<file path="src/hw/encidx_pkg.sv">
// encidx_pkg: register map, field positions, reset values and constants
// of the encoder index latch block.
// assumes: 32-bit axi4-lite register access, one aligned word per register.
package encidx_pkg;

    // ----------------------------------------------------------------
    // register word indices and address width
    // ----------------------------------------------------------------
    localparam logic [7:0] IDX_MODE   = 8'h38;
    localparam logic [7:0] IDX_POS    = 8'h39;
    localparam logic [7:0] IDX_CONST  = 8'h3a;
    localparam logic [7:0] IDX_STATUS = 8'h3b;
    localparam logic [7:0] IDX_LATCH  = 8'h3c;
    localparam logic [7:0] IDX_MASK   = 8'h3d;
    localparam int         ADDR_W     = 10;

    // ----------------------------------------------------------------
    // encoder_mode fields
    // ----------------------------------------------------------------
    localparam int         B_POL_A    = 0;
    localparam int         B_POL_B    = 1;
    localparam int         B_POL_N    = 2;
    localparam int         B_SKIP_AB  = 3;
    localparam int         B_CONT     = 4;
    localparam int         B_ONCE     = 5;
    localparam int         B_EDGE_LO  = 6;
    localparam int         B_EDGE_HI  = 7;
    localparam int         B_CLR_POS  = 8;
    localparam int         B_DECIMAL  = 10;
    localparam logic [31:0] MODE_MASK = 32'h0000_05ff;

    // ----------------------------------------------------------------
    // status bits, reset values, prescaler moduli, responses
    // ----------------------------------------------------------------
    localparam int          B_EVENT     = 0;
    localparam logic [31:0] RST_MODE    = 32'h0000_0000;
    localparam logic [31:0] RST_POS     = 32'h0000_0000;
    localparam logic [31:0] RST_CONST   = 32'h0001_0000;
    localparam logic [31:0] RST_LATCH   = 32'h0000_0000;
    localparam logic [16:0] BIN_MOD     = 17'h1_0000;
    localparam logic [16:0] DEC_MOD     = 17'h0_2710;
    localparam logic [1:0]  RESP_OKAY   = 2'h0;
    localparam logic [1:0]  RESP_SLVERR = 2'h2;

    // ----------------------------------------------------------------
    // index sensitivity modes
    // ----------------------------------------------------------------
    typedef enum logic [1:0] {
        ENCIDX_LEVEL = 2'b00,
        ENCIDX_RISE  = 2'b01,
        ENCIDX_FALL  = 2'b10,
        ENCIDX_BOTH  = 2'b11
    } encidx_edge_t;

endpackage

</file>
<file path="src/hw/encidx_quad.sv">
// encidx_quad: pin synchronisers and quadrature decoder for a, b, index.
// assumes: encoder pins are asynchronous to aclk.
`timescale 1ns/100ps
`default_nettype none
module encidx_quad (
    input  wire logic aclk,
    input  wire logic aresetn,
    input  wire logic enc_a,
    input  wire logic enc_b,
    input  wire logic enc_n,
    output logic      a_lvl,
    output logic      b_lvl,
    output logic      n_lvl,
    output logic      step,
    output logic      up
);
    logic [2:0] meta_r;
    logic [2:0] sync_r;
    logic [2:0] prev_r;
    logic       step_r;
    logic       up_r;
    logic       step_nxt;
    logic       up_nxt;

    // ----------------------------------------------------------------
    // decode
    // ----------------------------------------------------------------
    // one-step transitions only, direction from phase order
    always_comb begin
        step_nxt = sync_r[0] ^ prev_r[0] ^ sync_r[1] ^ prev_r[1];
        up_nxt   = prev_r[0] ^ sync_r[1];
    end

    // ----------------------------------------------------------------
    // registers
    // ----------------------------------------------------------------
    always_ff @(posedge aclk) begin
        if (!aresetn) begin
            meta_r <= 3'h0;
            sync_r <= 3'h0;
            prev_r <= 3'h0;
            step_r <= 1'b0;
            up_r   <= 1'b0;
        end else begin
            meta_r <= {enc_n, enc_b, enc_a};
            sync_r <= meta_r;
            prev_r <= sync_r;
            step_r <= step_nxt;
            up_r   <= up_nxt;
        end
    end

    assign a_lvl = prev_r[0];
    assign b_lvl = prev_r[1];
    assign n_lvl = prev_r[2];
    assign step  = step_r;
    assign up    = up_r;
endmodule // encidx_quad
`default_nettype wire

</file>
<file path="src/hw/encidx_top.sv">
// encidx_top: quadrature position counter with index capture, axi4-lite slave.
// assumes: single clock aclk, synchronous active-low aresetn, async encoder pins.
//
// Overview of operation
// - mode bit 10 picks fraction divisor, clear 65536, set 10000.
// - mode bit 8 set makes an index capture also zero the position.
// - mode bits 7:6 pick level, active edge, inactive edge or both edges.
// - mode bit 5 captures only on first index event after writing it.
// - mode bit 4 captures on every index event.
// - bit 3 clear requires index, a and b levels all to match.
// - mode bit 2 gives index active level, 0 low, 1 high.
// - mode bit 1 gives required phase b level for an index event.
// - mode bit 0 gives required phase a level for an index event.
// - position is a signed 32-bit register, readable and writable.
// - each capture copies the position into a read-only latch register.
// - event flag bit 0 sets on each event, cleared by writing one.
// - increment constant is signed 16.16, resetting to exactly one.
`timescale 1ns/100ps
`default_nettype none
module encidx_top (
    input  wire logic                          aclk,
    input  wire logic                          aresetn,
    input  wire logic [encidx_pkg::ADDR_W-1:0] s_axi_awaddr,
    input  wire logic                          s_axi_awvalid,
    output logic                               s_axi_awready,
    input  wire logic [31:0]                   s_axi_wdata,
    input  wire logic [3:0]                    s_axi_wstrb,
    input  wire logic                          s_axi_wvalid,
    output logic                               s_axi_wready,
    output logic [1:0]                         s_axi_bresp,
    output logic                               s_axi_bvalid,
    input  wire logic                          s_axi_bready,
    input  wire logic [encidx_pkg::ADDR_W-1:0] s_axi_araddr,
    input  wire logic                          s_axi_arvalid,
    output logic                               s_axi_arready,
    output logic [31:0]                        s_axi_rdata,
    output logic [1:0]                         s_axi_rresp,
    output logic                               s_axi_rvalid,
    input  wire logic                          s_axi_rready,
    input  wire logic                          enc_a,
    input  wire logic                          enc_b,
    input  wire logic                          enc_n,
    output logic                               irq
);

    // ----------------------------------------------------------------
    // functions
    // ----------------------------------------------------------------
    function automatic logic [31:0] merge(input logic [31:0] old, input logic [31:0] nw,
                                          input logic [3:0] strb);
        logic [31:0] res;
        res = old;
        for (int i = 0; i < 4; i++) begin
            if (strb[i]) begin
                res[i*8 +: 8] = nw[i*8 +: 8];
            end
        end
        return res;
    endfunction

    function automatic logic [7:0] word_idx(input logic [encidx_pkg::ADDR_W-1:0] addr);
        return addr[encidx_pkg::ADDR_W-1:2];
    endfunction

    function automatic logic [47:0] acc_step(input logic [31:0] pos, input logic [15:0] frac,
                                             input logic [31:0] k, input logic dir_up,
                                             input logic dec);
        logic [16:0] md;
        logic [16:0] sum;
        logic        cy;
        logic [31:0] inc;
        md = dec ? encidx_pkg::DEC_MOD : encidx_pkg::BIN_MOD;
        if (dir_up) begin
            sum = {1'b0, frac} + {1'b0, k[15:0]};
            cy  = (sum >= md);
            if (cy) begin
                sum = sum - md;
            end
        end else begin
            cy  = (frac < k[15:0]);
            sum = {1'b0, frac} - {1'b0, k[15:0]};
            if (cy) begin
                sum = sum + md;
            end
        end
        inc = {{16{k[31]}}, k[31:16]} + {31'h0, cy};
        return {(dir_up ? pos + inc : pos - inc), sum[15:0]};
    endfunction

    // ----------------------------------------------------------------
    // synchroniser and quadrature decode
    // ----------------------------------------------------------------
    logic a_lvl;
    logic b_lvl;
    logic n_lvl;
    logic q_step;
    logic q_up;

    encidx_quad u_quad (
        .aclk    (aclk),
        .aresetn (aresetn),
        .enc_a   (enc_a),
        .enc_b   (enc_b),
        .enc_n   (enc_n),
        .a_lvl   (a_lvl),
        .b_lvl   (b_lvl),
        .n_lvl   (n_lvl),
        .step    (q_step),
        .up      (q_up)
    );

    // ----------------------------------------------------------------
    // state
    // ----------------------------------------------------------------
    logic [encidx_pkg::ADDR_W-1:0] awaddr_r, awaddr_nxt;
    logic [31:0] wdata_r, wdata_nxt;
    logic [3:0]  wstrb_r, wstrb_nxt;
    logic        aw_hold_r, aw_hold_nxt;
    logic        w_hold_r, w_hold_nxt;
    logic        awready_r, awready_nxt;
    logic        wready_r, wready_nxt;
    logic        bvalid_r, bvalid_nxt;
    logic [1:0]  bresp_r, bresp_nxt;
    logic        arready_r, arready_nxt;
    logic        rvalid_r, rvalid_nxt;
    logic [31:0] rdata_r, rdata_nxt;
    logic [1:0]  rresp_r, rresp_nxt;
    logic [31:0] mode_r, mode_nxt;
    logic [31:0] pos_r, pos_nxt;
    logic [15:0] frac_r, frac_nxt;
    logic [31:0] const_r, const_nxt;
    logic [31:0] latch_r, latch_nxt;
    logic        status_r, status_nxt;
    logic        mask_r, mask_nxt;
    logic        armed_r, armed_nxt;
    logic        qual_r, qual_nxt;
    logic        irq_r, irq_nxt;

    logic        wr_fire;
    logic [7:0]  wr_idx;
    logic        ev;
    logic        capture;
    logic [47:0] stepped;
    logic [31:0] mode_w;
    encidx_pkg::encidx_edge_t edge_sel;

    // ----------------------------------------------------------------
    // axi4-lite slave
    // ----------------------------------------------------------------
    always_comb begin
        awaddr_nxt  = awaddr_r;
        wdata_nxt   = wdata_r;
        wstrb_nxt   = wstrb_r;
        aw_hold_nxt = aw_hold_r;
        w_hold_nxt  = w_hold_r;
        bvalid_nxt  = bvalid_r;
        bresp_nxt   = bresp_r;
        rvalid_nxt  = rvalid_r;
        rdata_nxt   = rdata_r;
        rresp_nxt   = rresp_r;
        wr_fire     = aw_hold_r && w_hold_r && !bvalid_r;
        wr_idx      = word_idx(awaddr_r);
        if (s_axi_awvalid && awready_r) begin
            awaddr_nxt  = s_axi_awaddr;
            aw_hold_nxt = 1'b1;
        end
        if (s_axi_wvalid && wready_r) begin
            wdata_nxt  = s_axi_wdata;
            wstrb_nxt  = s_axi_wstrb;
            w_hold_nxt = 1'b1;
        end
        if (bvalid_r && s_axi_bready) begin
            bvalid_nxt = 1'b0;
        end
        if (wr_fire) begin
            aw_hold_nxt = 1'b0;
            w_hold_nxt  = 1'b0;
            bvalid_nxt  = 1'b1;
            case (wr_idx)
                encidx_pkg::IDX_MODE, encidx_pkg::IDX_POS, encidx_pkg::IDX_CONST,
                encidx_pkg::IDX_STATUS, encidx_pkg::IDX_MASK: bresp_nxt = encidx_pkg::RESP_OKAY;
                encidx_pkg::IDX_LATCH: bresp_nxt = encidx_pkg::RESP_SLVERR;
                default: bresp_nxt = encidx_pkg::RESP_SLVERR;
            endcase
        end
        if (rvalid_r && s_axi_rready) begin
            rvalid_nxt = 1'b0;
        end
        if (s_axi_arvalid && arready_r) begin
            rvalid_nxt = 1'b1;
            rresp_nxt  = encidx_pkg::RESP_OKAY;
            case (word_idx(s_axi_araddr))
                encidx_pkg::IDX_MODE:   rdata_nxt = mode_r;
                encidx_pkg::IDX_POS:    rdata_nxt = pos_r;
                encidx_pkg::IDX_CONST:  rdata_nxt = const_r;
                encidx_pkg::IDX_STATUS: rdata_nxt = {31'h0, status_r};
                encidx_pkg::IDX_LATCH:  rdata_nxt = latch_r;
                encidx_pkg::IDX_MASK:   rdata_nxt = {31'h0, mask_r};
                default: begin
                    rdata_nxt = 32'h0000_0000;
                    rresp_nxt = encidx_pkg::RESP_SLVERR;
                end
            endcase
        end
        awready_nxt = !aw_hold_nxt;
        wready_nxt  = !w_hold_nxt;
        arready_nxt = !rvalid_nxt;
    end

    // ----------------------------------------------------------------
    // encoder core
    // ----------------------------------------------------------------
    always_comb begin
        mode_nxt   = mode_r;
        pos_nxt    = pos_r;
        frac_nxt   = frac_r;
        const_nxt  = const_r;
        latch_nxt  = latch_r;
        mask_nxt   = mask_r;
        armed_nxt  = armed_r;
        edge_sel   = encidx_pkg::encidx_edge_t'(mode_r[encidx_pkg::B_EDGE_HI:encidx_pkg::B_EDGE_LO]);
        // qualify with a and b unless skipped
        qual_nxt   = (n_lvl == mode_r[encidx_pkg::B_POL_N])
                     && (mode_r[encidx_pkg::B_SKIP_AB]
                         || ((a_lvl == mode_r[encidx_pkg::B_POL_A])
                             && (b_lvl == mode_r[encidx_pkg::B_POL_B])));
        case (edge_sel)
            encidx_pkg::ENCIDX_LEVEL: ev = qual_nxt;
            encidx_pkg::ENCIDX_RISE:  ev = qual_nxt && !qual_r;
            encidx_pkg::ENCIDX_FALL:  ev = !qual_nxt && qual_r;
            encidx_pkg::ENCIDX_BOTH:  ev = qual_nxt != qual_r;
            default:                  ev = 1'b0;
        endcase
        capture = ev && (mode_r[encidx_pkg::B_CONT] || armed_r);
        stepped = acc_step(pos_r, frac_r, const_r, q_up, mode_r[encidx_pkg::B_DECIMAL]);
        if (q_step) begin
            pos_nxt  = stepped[47:16];
            frac_nxt = stepped[15:0];
        end
        if (capture) begin
            latch_nxt = pos_r;
            armed_nxt = 1'b0;
            if (mode_r[encidx_pkg::B_CLR_POS]) begin
                pos_nxt  = encidx_pkg::RST_POS;
                frac_nxt = 16'h0000;
            end
        end
        // event sets, write one clears, set wins
        status_nxt = (status_r && !(wr_fire && wr_idx == encidx_pkg::IDX_STATUS
                                   && wstrb_r[0] && wdata_r[encidx_pkg::B_EVENT])) || ev;
        // unused mode bits forced to zero
        mode_w = merge(mode_r, wdata_r, wstrb_r) & encidx_pkg::MODE_MASK;
        if (wr_fire) begin
            case (wr_idx)
                encidx_pkg::IDX_MODE: begin
                    mode_nxt = mode_w;
                    // arm on write with bit set
                    if (mode_w[encidx_pkg::B_ONCE]) begin
                        armed_nxt = 1'b1;
                    end
                end
                encidx_pkg::IDX_POS: begin
                    pos_nxt  = merge(pos_r, wdata_r, wstrb_r);
                    frac_nxt = 16'h0000;
                end
                encidx_pkg::IDX_CONST: const_nxt = merge(const_r, wdata_r, wstrb_r);
                encidx_pkg::IDX_MASK: begin
                    if (wstrb_r[0]) begin
                        mask_nxt = wdata_r[encidx_pkg::B_EVENT];
                    end
                end
                default: mode_nxt = mode_r;
            endcase
        end
        irq_nxt = status_nxt && mask_nxt;
    end

    // ----------------------------------------------------------------
    // registers
    // ----------------------------------------------------------------
    always_ff @(posedge aclk) begin
        if (!aresetn) begin
            awaddr_r  <= '0;
            wdata_r   <= 32'h0000_0000;
            wstrb_r   <= 4'h0;
            aw_hold_r <= 1'b0;
            w_hold_r  <= 1'b0;
            awready_r <= 1'b0;
            wready_r  <= 1'b0;
            bvalid_r  <= 1'b0;
            bresp_r   <= encidx_pkg::RESP_OKAY;
            arready_r <= 1'b0;
            rvalid_r  <= 1'b0;
            rdata_r   <= 32'h0000_0000;
            rresp_r   <= encidx_pkg::RESP_OKAY;
            mode_r    <= encidx_pkg::RST_MODE;
            pos_r     <= encidx_pkg::RST_POS;
            frac_r    <= 16'h0000;
            const_r   <= encidx_pkg::RST_CONST;
            latch_r   <= encidx_pkg::RST_LATCH;
            status_r  <= 1'b0;
            mask_r    <= 1'b0;
            armed_r   <= 1'b0;
            qual_r    <= 1'b0;
            irq_r     <= 1'b0;
        end else begin
            awaddr_r  <= awaddr_nxt;
            wdata_r   <= wdata_nxt;
            wstrb_r   <= wstrb_nxt;
            aw_hold_r <= aw_hold_nxt;
            w_hold_r  <= w_hold_nxt;
            awready_r <= awready_nxt;
            wready_r  <= wready_nxt;
            bvalid_r  <= bvalid_nxt;
            bresp_r   <= bresp_nxt;
            arready_r <= arready_nxt;
            rvalid_r  <= rvalid_nxt;
            rdata_r   <= rdata_nxt;
            rresp_r   <= rresp_nxt;
            mode_r    <= mode_nxt;
            pos_r     <= pos_nxt;
            frac_r    <= frac_nxt;
            const_r   <= const_nxt;
            latch_r   <= latch_nxt;
            status_r  <= status_nxt;
            mask_r    <= mask_nxt;
            armed_r   <= armed_nxt;
            qual_r    <= qual_nxt;
            irq_r     <= irq_nxt;
        end
    end

    assign s_axi_awready = awready_r;
    assign s_axi_wready  = wready_r;
    assign s_axi_bvalid  = bvalid_r;
    assign s_axi_bresp   = bresp_r;
    assign s_axi_arready = arready_r;
    assign s_axi_rvalid  = rvalid_r;
    assign s_axi_rdata   = rdata_r;
    assign s_axi_rresp   = rresp_r;
    assign irq           = irq_r;

endmodule // encidx_top
`default_nettype wire
</file>
<file path="config.mk">
export PLATFORM = sky130hd
export DESIGN_NAME = encidx_top
export DESIGN_NICKNAME = d
export VERILOG_FILES = /design/src/hw/encidx_pkg.sv /design/src/hw/encidx_quad.sv /design/src/hw/encidx_top.sv
export SDC_FILE = /design/constraint.sdc
export NUM_CORES = 1
export LEC_CHECK = 0
export ABC_CLOCK_PERIOD_IN_PS = 9300
export BUFFER_PORTS_ARGS = -buffer_cell sky130_fd_sc_hd__buf_2
export CAP_MARGIN = 20
export CORE_ASPECT_RATIO = 0.8
export CORE_MARGIN = 2
export CORE_UTILIZATION = 35
export DETAILED_ROUTE_END_ITERATION = 8
export PLACE_DENSITY = 0.54
export SETUP_SLACK_MARGIN = 0.5
export SLEW_MARGIN = 20
export SYNTH_ARGS = -nofsm -noshare
export SYNTH_HDL_FRONTEND = slang
export SYNTH_SLANG_ARGS = --single-unit
</file>
<file path="constraint.sdc">
create_clock -name aclk -period 9.3 [get_ports aclk]
set_input_delay 0 -clock aclk [delete_from_list [all_inputs] [get_ports aclk]]
set_output_delay 0 -clock aclk [all_outputs]
set_load 0.01 [all_outputs]
</file>
=== Yosys cells after proc, flatten, opt, wreduce, memory -nomap -nowiden ===
Index checks and enable logic that the tools add are counted.

* $add $sub $neg: 7
* Multipliers: 0
* Divide/modulo/power cells: 0
* $lt $le $gt $ge: 2
* Eq/ne operators: 22
* Shifts and indexed selects: 0
* Multiplexer cells: 40
* Bitwise logic cells: 4
* Reduce and logical (&&, ||, !) cells: 38

{| class="wikitable"
|+ Operator list
! operator !! number
|-
| two-way mux 32 bit || 6
|-
| case mux 32 bit (6 select lines) || 1
|-
| two-way mux 16 bit || 8
|-
| equality test 8 x 6 -> 1 bit, second input constant || 11
|-
| adder 32 bit || 1
|-
| two-way mux 8 bit || 4
|-
| subtractor 16 bit || 2
|-
| subtractor 32 bit || 1
|-
| AND reduction 3 bit || 6
|-
| adder 16 x 16 -> 17 bit || 1
|-
| adder 16 x 2 -> 17 bit || 1
|-
| greater-or-equal comparator 17 bit || 1
|-
| logical AND 1 bit || 17
|-
| two-way mux 17 bit || 1
|-
| adder 16 bit || 1
|-
| less-than comparator 16 bit || 1
|-
| two-way mux 1 bit || 16
|-
| inequality test 3 bit, second input constant || 4
|-
| zero test 1 bit || 7
|-
| two-way mux 6 bit || 1
|-
| OR reduction 6 bit || 1
|-
| OR reduction 5 bit || 1
|-
| equality test 2 bit, second input constant || 2
|-
| two-way mux 2 bit || 2
|-
| other kinds (9) || 16
|}

* Register bits after elaboration: 227
* Bits in latches: 0
* Bits in writable memories: 0
* ROM bits: 0
* Bits of input ports: 66
* Output and inout bits: 42
* Word-level logic and storage cells: 149
* Memories: 0

=== Depth between registers and ports, before layout ===
* Word-level depth: 12
* Gate-level depth with buffers: 46
* Gate-level depth less buffers: 43

=== By module ===
From an unflattened synthesis, not the netlist that was laid out.

* Cells, all modules: 1,780
* Area, all modules: 14,443.9 um^2

{| class="wikitable"
|+ Modules (own cells, without submodules)
! module !! times used !! cells each !! area an instance (um^2) !! sequential area each (um^2)
|-
| encidx_top || 1 || 1,754 || 14,122.3 || 4,244.1
|-
| encidx_quad || 1 || 26 || 321.6 || 220.2
|}

=== Least setup slack after synthesis ===
OpenSTA, ideal clock, no wires.

* Kind: reg2reg
* Start point: reg const_r[2]
* End point: reg pos_r[29]
* Arrival time: 8,364 ps
* Required time: 9,170 ps
* Slack: 806 ps
* Cell stages (with the launch flop): 47
* Path buffers: 5
* Clock period less this slack: 8,494 ps
* Cells stage by stage: dfxtp_1 > inv_1 > ha_1 > buf_2 > nor2_1 > o211a_1 > o311a_1 > a221o_1 > a21oi_1 > o21bai_1 > a21oi_1 > o21bai_1 > ha_1 > nand4_1 > nor2_1 > o21ai_0 > a211oi_1 > a41oi_1 > [... 11 more ...] > nand3_1 > nor4_1 > and3_1 > clkbuf_1 > nor2_1 > xnor2_1 > ha_1 > clkbuf_1 > a21o_1 > a31oi_1 > o311a_1 > a21boi_0 > and4_1 > o31a_1 > or3_1 > a31oi_1 > xor2_1 > o22ai_1

* Word-level cells in the longest chain between the ends: 11
* Elaborated cells between the ends (all ways): 13

{| class="wikitable"
|+ RTL lines
! element !! line !! text
|-
| start, declared || encidx_top.sv:131 || <nowiki>logic [31:0] const_r, const_nxt;</nowiki>
|-
| start signal, assigned || encidx_top.sv:299 || <nowiki>const_r <= encidx_pkg::RST_CONST;</nowiki>
|-
| start signal, assigned || encidx_top.sv:323 || <nowiki>const_r <= const_nxt;</nowiki>
|-
| adder 16 x 16 -> 17 bit || encidx_top.sv:74 || <nowiki>sum = {1'b0, frac} + {1'b0, k[15:0]};</nowiki>
|-
| greater-or-equal comparator 17 bit || encidx_top.sv:75 || <nowiki>cy = (sum >= md);</nowiki>
|-
| two-way mux 1 bit * || encidx_top.sv:73 || <nowiki>if (dir_up) begin</nowiki>
|-
| adder 16 x 2 -> 17 bit * || encidx_top.sv:86 || <nowiki>inc = {{16{k[31]}}, k[31:16]} + {31'h0, cy};</nowiki>
|-
| subtractor 32 bit / adder 32 bit (equally long branches) || encidx_top.sv:87 || <nowiki>return {(dir_up ? pos + inc : pos - inc), sum[15:0]};</nowiki>
|-
| two-way mux 32 bit * || encidx_top.sv:87 ||
|-
| two-way mux 32 bit * || encidx_top.sv:236 || <nowiki>if (q_step) begin</nowiki>
|-
| two-way mux 32 bit || encidx_top.sv:243 || <nowiki>if (mode_r[encidx_pkg::B_CLR_POS]) begin</nowiki>
|-
| two-way mux 32 bit * || encidx_top.sv:240 || <nowiki>if (capture) begin</nowiki>
|-
| two-way mux 32 bit || encidx_top.sv:254 || <nowiki>case (wr_idx)</nowiki>
|-
| two-way mux 32 bit * || encidx_top.sv:253 || <nowiki>if (wr_fire) begin</nowiki>
|-
| end signal, assigned || encidx_top.sv:297 || <nowiki>pos_r <= encidx_pkg::RST_POS;</nowiki>
|-
| end signal, assigned || encidx_top.sv:321 || <nowiki>pos_r <= pos_nxt;</nowiki>
|-
| end, declared || encidx_top.sv:129 || <nowiki>logic [31:0] pos_r, pos_nxt;</nowiki>
|}

Mark *: on every way between the ends. The rest lies on a longest branch, timed or not.
A chain may end at the register's enable or synchronous reset.

=== Worst setup path in the final report ===
* Start point: reg const_r[9]
* End point: reg pos_r[29]

Same word-level chain as after synthesis.

==> summary.txt <==
Status
  – Status: completed

Clock tree
  – Worst-Skew Late Latency: just under 600 ps
  – Clock sink count: 223
  – H-tree lvl count: 1
  – Clock-pin slew on the worst setup and hold paths: about 60 ps
  – Max Root-Sink Buffers: 3
  – Clock tree root driver cell: clkbuf_16
  – CTS tree: yes
  – CTS buffer count: 27

Global routing
  – Number of global-route vias before repair: approximately 13000
  – Antenna violations before repair: 0
  – Grt met1 use: between 30% and 40%
  – GRT Max-Usage Layer: met1
  – GRT met2 Usage: between 30% and 40%
  – First-pass GRT wire length: approximately 75000 µm
  – Total track usage: 22.4%
  – Largest net degree at the start of global routing: 95
  – Met3 Usage GRT: under 10%
  – Overflow left after global routing: 0

Routing
  – Initial DRC Count: between 1000 and 1500
  – DRC viols: 0
  – Drt wl/cell: 18.9 µm
  – Routed vias: 14100
  – DRT Pass-1 Iters: 8
  – Vias per inst: 5.50
  – Final WL: approximately 49000 µm
  – Routed Antenna Nets: 0

Die
  – Initial Util: 35.6%
  – Die Ht: 184 µm
  – CORE AREA: 39600 µm²
  – Die ar.: 42000 µm²
  – IO Pins: around 110
  – # rows: 65
  – DIE WIDTH: 229 µm

STA
  – Clock skew: 11.1 ps
  – Worst-Margin Slew: 1070 ps
  – Total negative slack: 0 ps
  – Fin crit period: ~8500 ps
  – RSZ-0062 raised after global routing: yes
  – Max_slew headroom: 27.8%
  – Peak Freq: 0.118 GHz
  – Slew Limit Fails: 0
  – Period utilisation layout: 91.0%
  – Hold Violations, Final: 0
  – Worst hold slack: approximately 45 ps
  – Final setup violation count: 0

Synth
  – Primary FF master, synth: dfxtp_1
  – Syn Std Cell Area: 14100 µm²
  – Post-synth cell types: between 80 and 90
  – Synth top area cells: dfxtp_1, a21oi_1, ha_1
  – Seq/Total Area, Yosys: 31.6%
  – Syn avg cell area: 7.75 µm²
  – Share of the synthesized area in the top cell type: 31.6%
  – Top cells by count, synth: nand2_1, a21oi_1, dfxtp_1, nor2_1, clkbuf_1
  – Register bit total from synthesis: roughly 220
  – Cells after synthesis: around 1800
  – Number of flops mapped to enable cells by yosys: 0
  – Ys Warns: 0
  – Count leader, synth: nand2_1
  – Leading area contributor after synthesis: dfxtp_1
  – Async S/R FF share, synth: 0%

Min path
  – Hold depth: 3
  – Hold EP: const_r[16]
  – Worst Min Path Start: aresetn
  – Hold WC Path Type: input pin to register

Finish
  – ANT cells: 0
  – Fillers: 4024
  – Layout cell share with drive strength beyond 1: about 15%
  – Area delta synth->final: 22.8%
  – Non-Filler Instances: 2570
  – Nets: 2172

Power and ir drop
  – Pwr Total: 4100 µW
  – Combinational fraction of design power: 48.0%
  – Seq pwr share: 27.1%
  – PwrDens: 237 nW/µm²
  – Leak Pwr: 0.00691 µW
  – Peak VDD IR: between 0.1 and 0.15 mV
  – Sw Share: 37.5%
  – Psw: 1540 µW
  – Clk pwr share: 24.9%
  – Internal power: 2560 µW

Worst setup path
  – CP Data Arrival Time: 8900 ps
  – Crit start category: register
  – FF-to-FF setup slack: 830 ps
  – WS Path Type: register to register
  – Most common cell on crit path: buf_4
  – Slowest CP cell: or4_1
  – Slowest stage delay, CP: roughly 600 ps
  – RR Endpoint: pos_r[29]
  – Crit path max fanout: 8
  – Required @ worst endpoint: 9740 ps
  – Critical Path End Type: register
  – Reg2reg path depth: 43
  – R2r startpoint: const_r[9]

Flow run
  – Maxcap violations: 0

Placed design
  – Global placer's final weighted congestion: 0.926
  – DPL Wire Length: 34700 µm
  – Placed Instances: 2462
  – Buffers on Ports: 101
worst max-delay path by stage:
stage | startpoint | endpoint | slack (ps)
CTS | frac_r[0] | pos_r[29] | 540
detailed placement | frac_r[0] | pos_r[27] | 240
floorplan | const_r[2] | pos_r[29] | 810
global placement | frac_r[0] | pos_r[29] | 290
finish | const_r[9] | pos_r[29] | 830
global route | frac_r[0] | pos_r[29] | 420
flip-flops by register name (all words and copies together) (netlist names), 3 cells and up:
register / flops
mode_r: 10
wstrb_r: 4
const_r: 32
u_quad.prev_r: 3
u_quad.sync_r: 3
wdata_r: 32
u_quad.meta_r: 3
frac_r: 16
s_axi_rdata: 32
pos_r: 32
awaddr_r: 8
latch_r: 32
cells by family (layout without fill, tap and decap cells):
kind of cell | Yosys count | after routing | synth area share (%)
adder cells (fa/ha/maj) | 86 | 86 | 7.78
AO/OA/AOI/OAI | 541 | 541 | 24.9
multiplexers | 51 | 51 | 3.72
buffers and inverters | 185 | 396 | 5.06
AND/OR/NAND/NOR | 648 | 648 | 21.4
flip-flops | 223 | 223 | 31.6
other | 1 | 2 | 0.0266
XOR/XNOR | 87 | 87 | 5.45
per-layer routing:
layer  vias up  routed length, µm
met1      6705              24500
met2       466              19500
li1       6921                  -
met4         0                799
met3        55               3770
met5         -                  0
critical path: cells and delay by family, from the launching register on:
kind / cells / cell delay (ps)
adder cells (fa/ha/maj): 4 / 1230
AO/OA/AOI/OAI: 16 / 3180
flip-flops: 1 / 370
buffers and inverters: 7 / 930
XOR/XNOR: 2 / 330
AND/OR/NAND/NOR: 14 / 2280
area by class of cell:
cell class	count	area (µm²)	area share, %
multi-input combinational	1415	9070	52.3
sequential	223	4470	25.8
timing repair buffer	284	2030	11.7
clock buffer	34	742	4.28
tap	536	671	3.87
inverter	69	264	1.52
clock inverter	9	91.3	0.527
power groups by stage:
stage / Sequential (µW) / Clock [µW] / Combinational (µW)
after detailed placement: 1130 / 0 / 1880
after global routing: 1120 / 1080 / 2170
after floorplan: 1090 / 0 / 1260
after CTS: 1110 / 1040 / 1920
after global placement: 1130 / 0 / 1870
final: 1110 / 1020 / 1970
metrics by stage:
stage | setup slack [ps] | cell area, µm² | util [%]
2_1_floorplan | 806 | 14100 | -
3_3_place_gp | 286 | 15800 | 39.8
3_5_place_dp | 245 | 15800 | 39.8
4_1_cts | 536 | 17200 | 43.5
5_1_grt | 416 | 17300 | 43.8
6_report | 834 | 17300 | 43.8
cells in the final DEF (no fill, tap or decap), types with 10 or more instances in the layout:
| master | instances |
|---|---|
| buf_2 | 102 |
| and3_1 | 11 |
| xor2_1 | 24 |
| o21ai_0 | 50 |
| nand2b_1 | 25 |
| o21bai_1 | 11 |
| or3_1 | 10 |
| o22ai_1 | 22 |
| a21o_1 | 18 |
| dfxtp_1 | 222 |
| and2_1 | 23 |
| nor2b_1 | 26 |
| dlygate4sd3_1 | 60 |
| nor3_1 | 19 |
| inv_1 | 67 |
| a222oi_1 | 24 |
| a22oi_1 | 21 |
| xnor2_1 | 62 |
| nand4_1 | 10 |
| clkbuf_16 | 27 |
| nand3_1 | 36 |
| a211oi_1 | 17 |
| o31ai_1 | 11 |
| a21oi_1 | 231 |
| nor2_1 | 161 |
| buf_4 | 122 |
| nand2_1 | 273 |
| o311a_1 | 15 |
| ha_1 | 81 |
| o211ai_1 | 12 |
| mux2i_1 | 42 |
| a31oi_1 | 19 |
repair_timing:
item	in CTS	in global routing
endpoints found under the hold margin	52	0
hold buffers	60	0
pin swaps	0	12
setup endpoints to repair	7	15
gates resized for setup	6	15
gates cloned	0	0
setup buffers	0	4
Power figures use the tool's default switching activity.
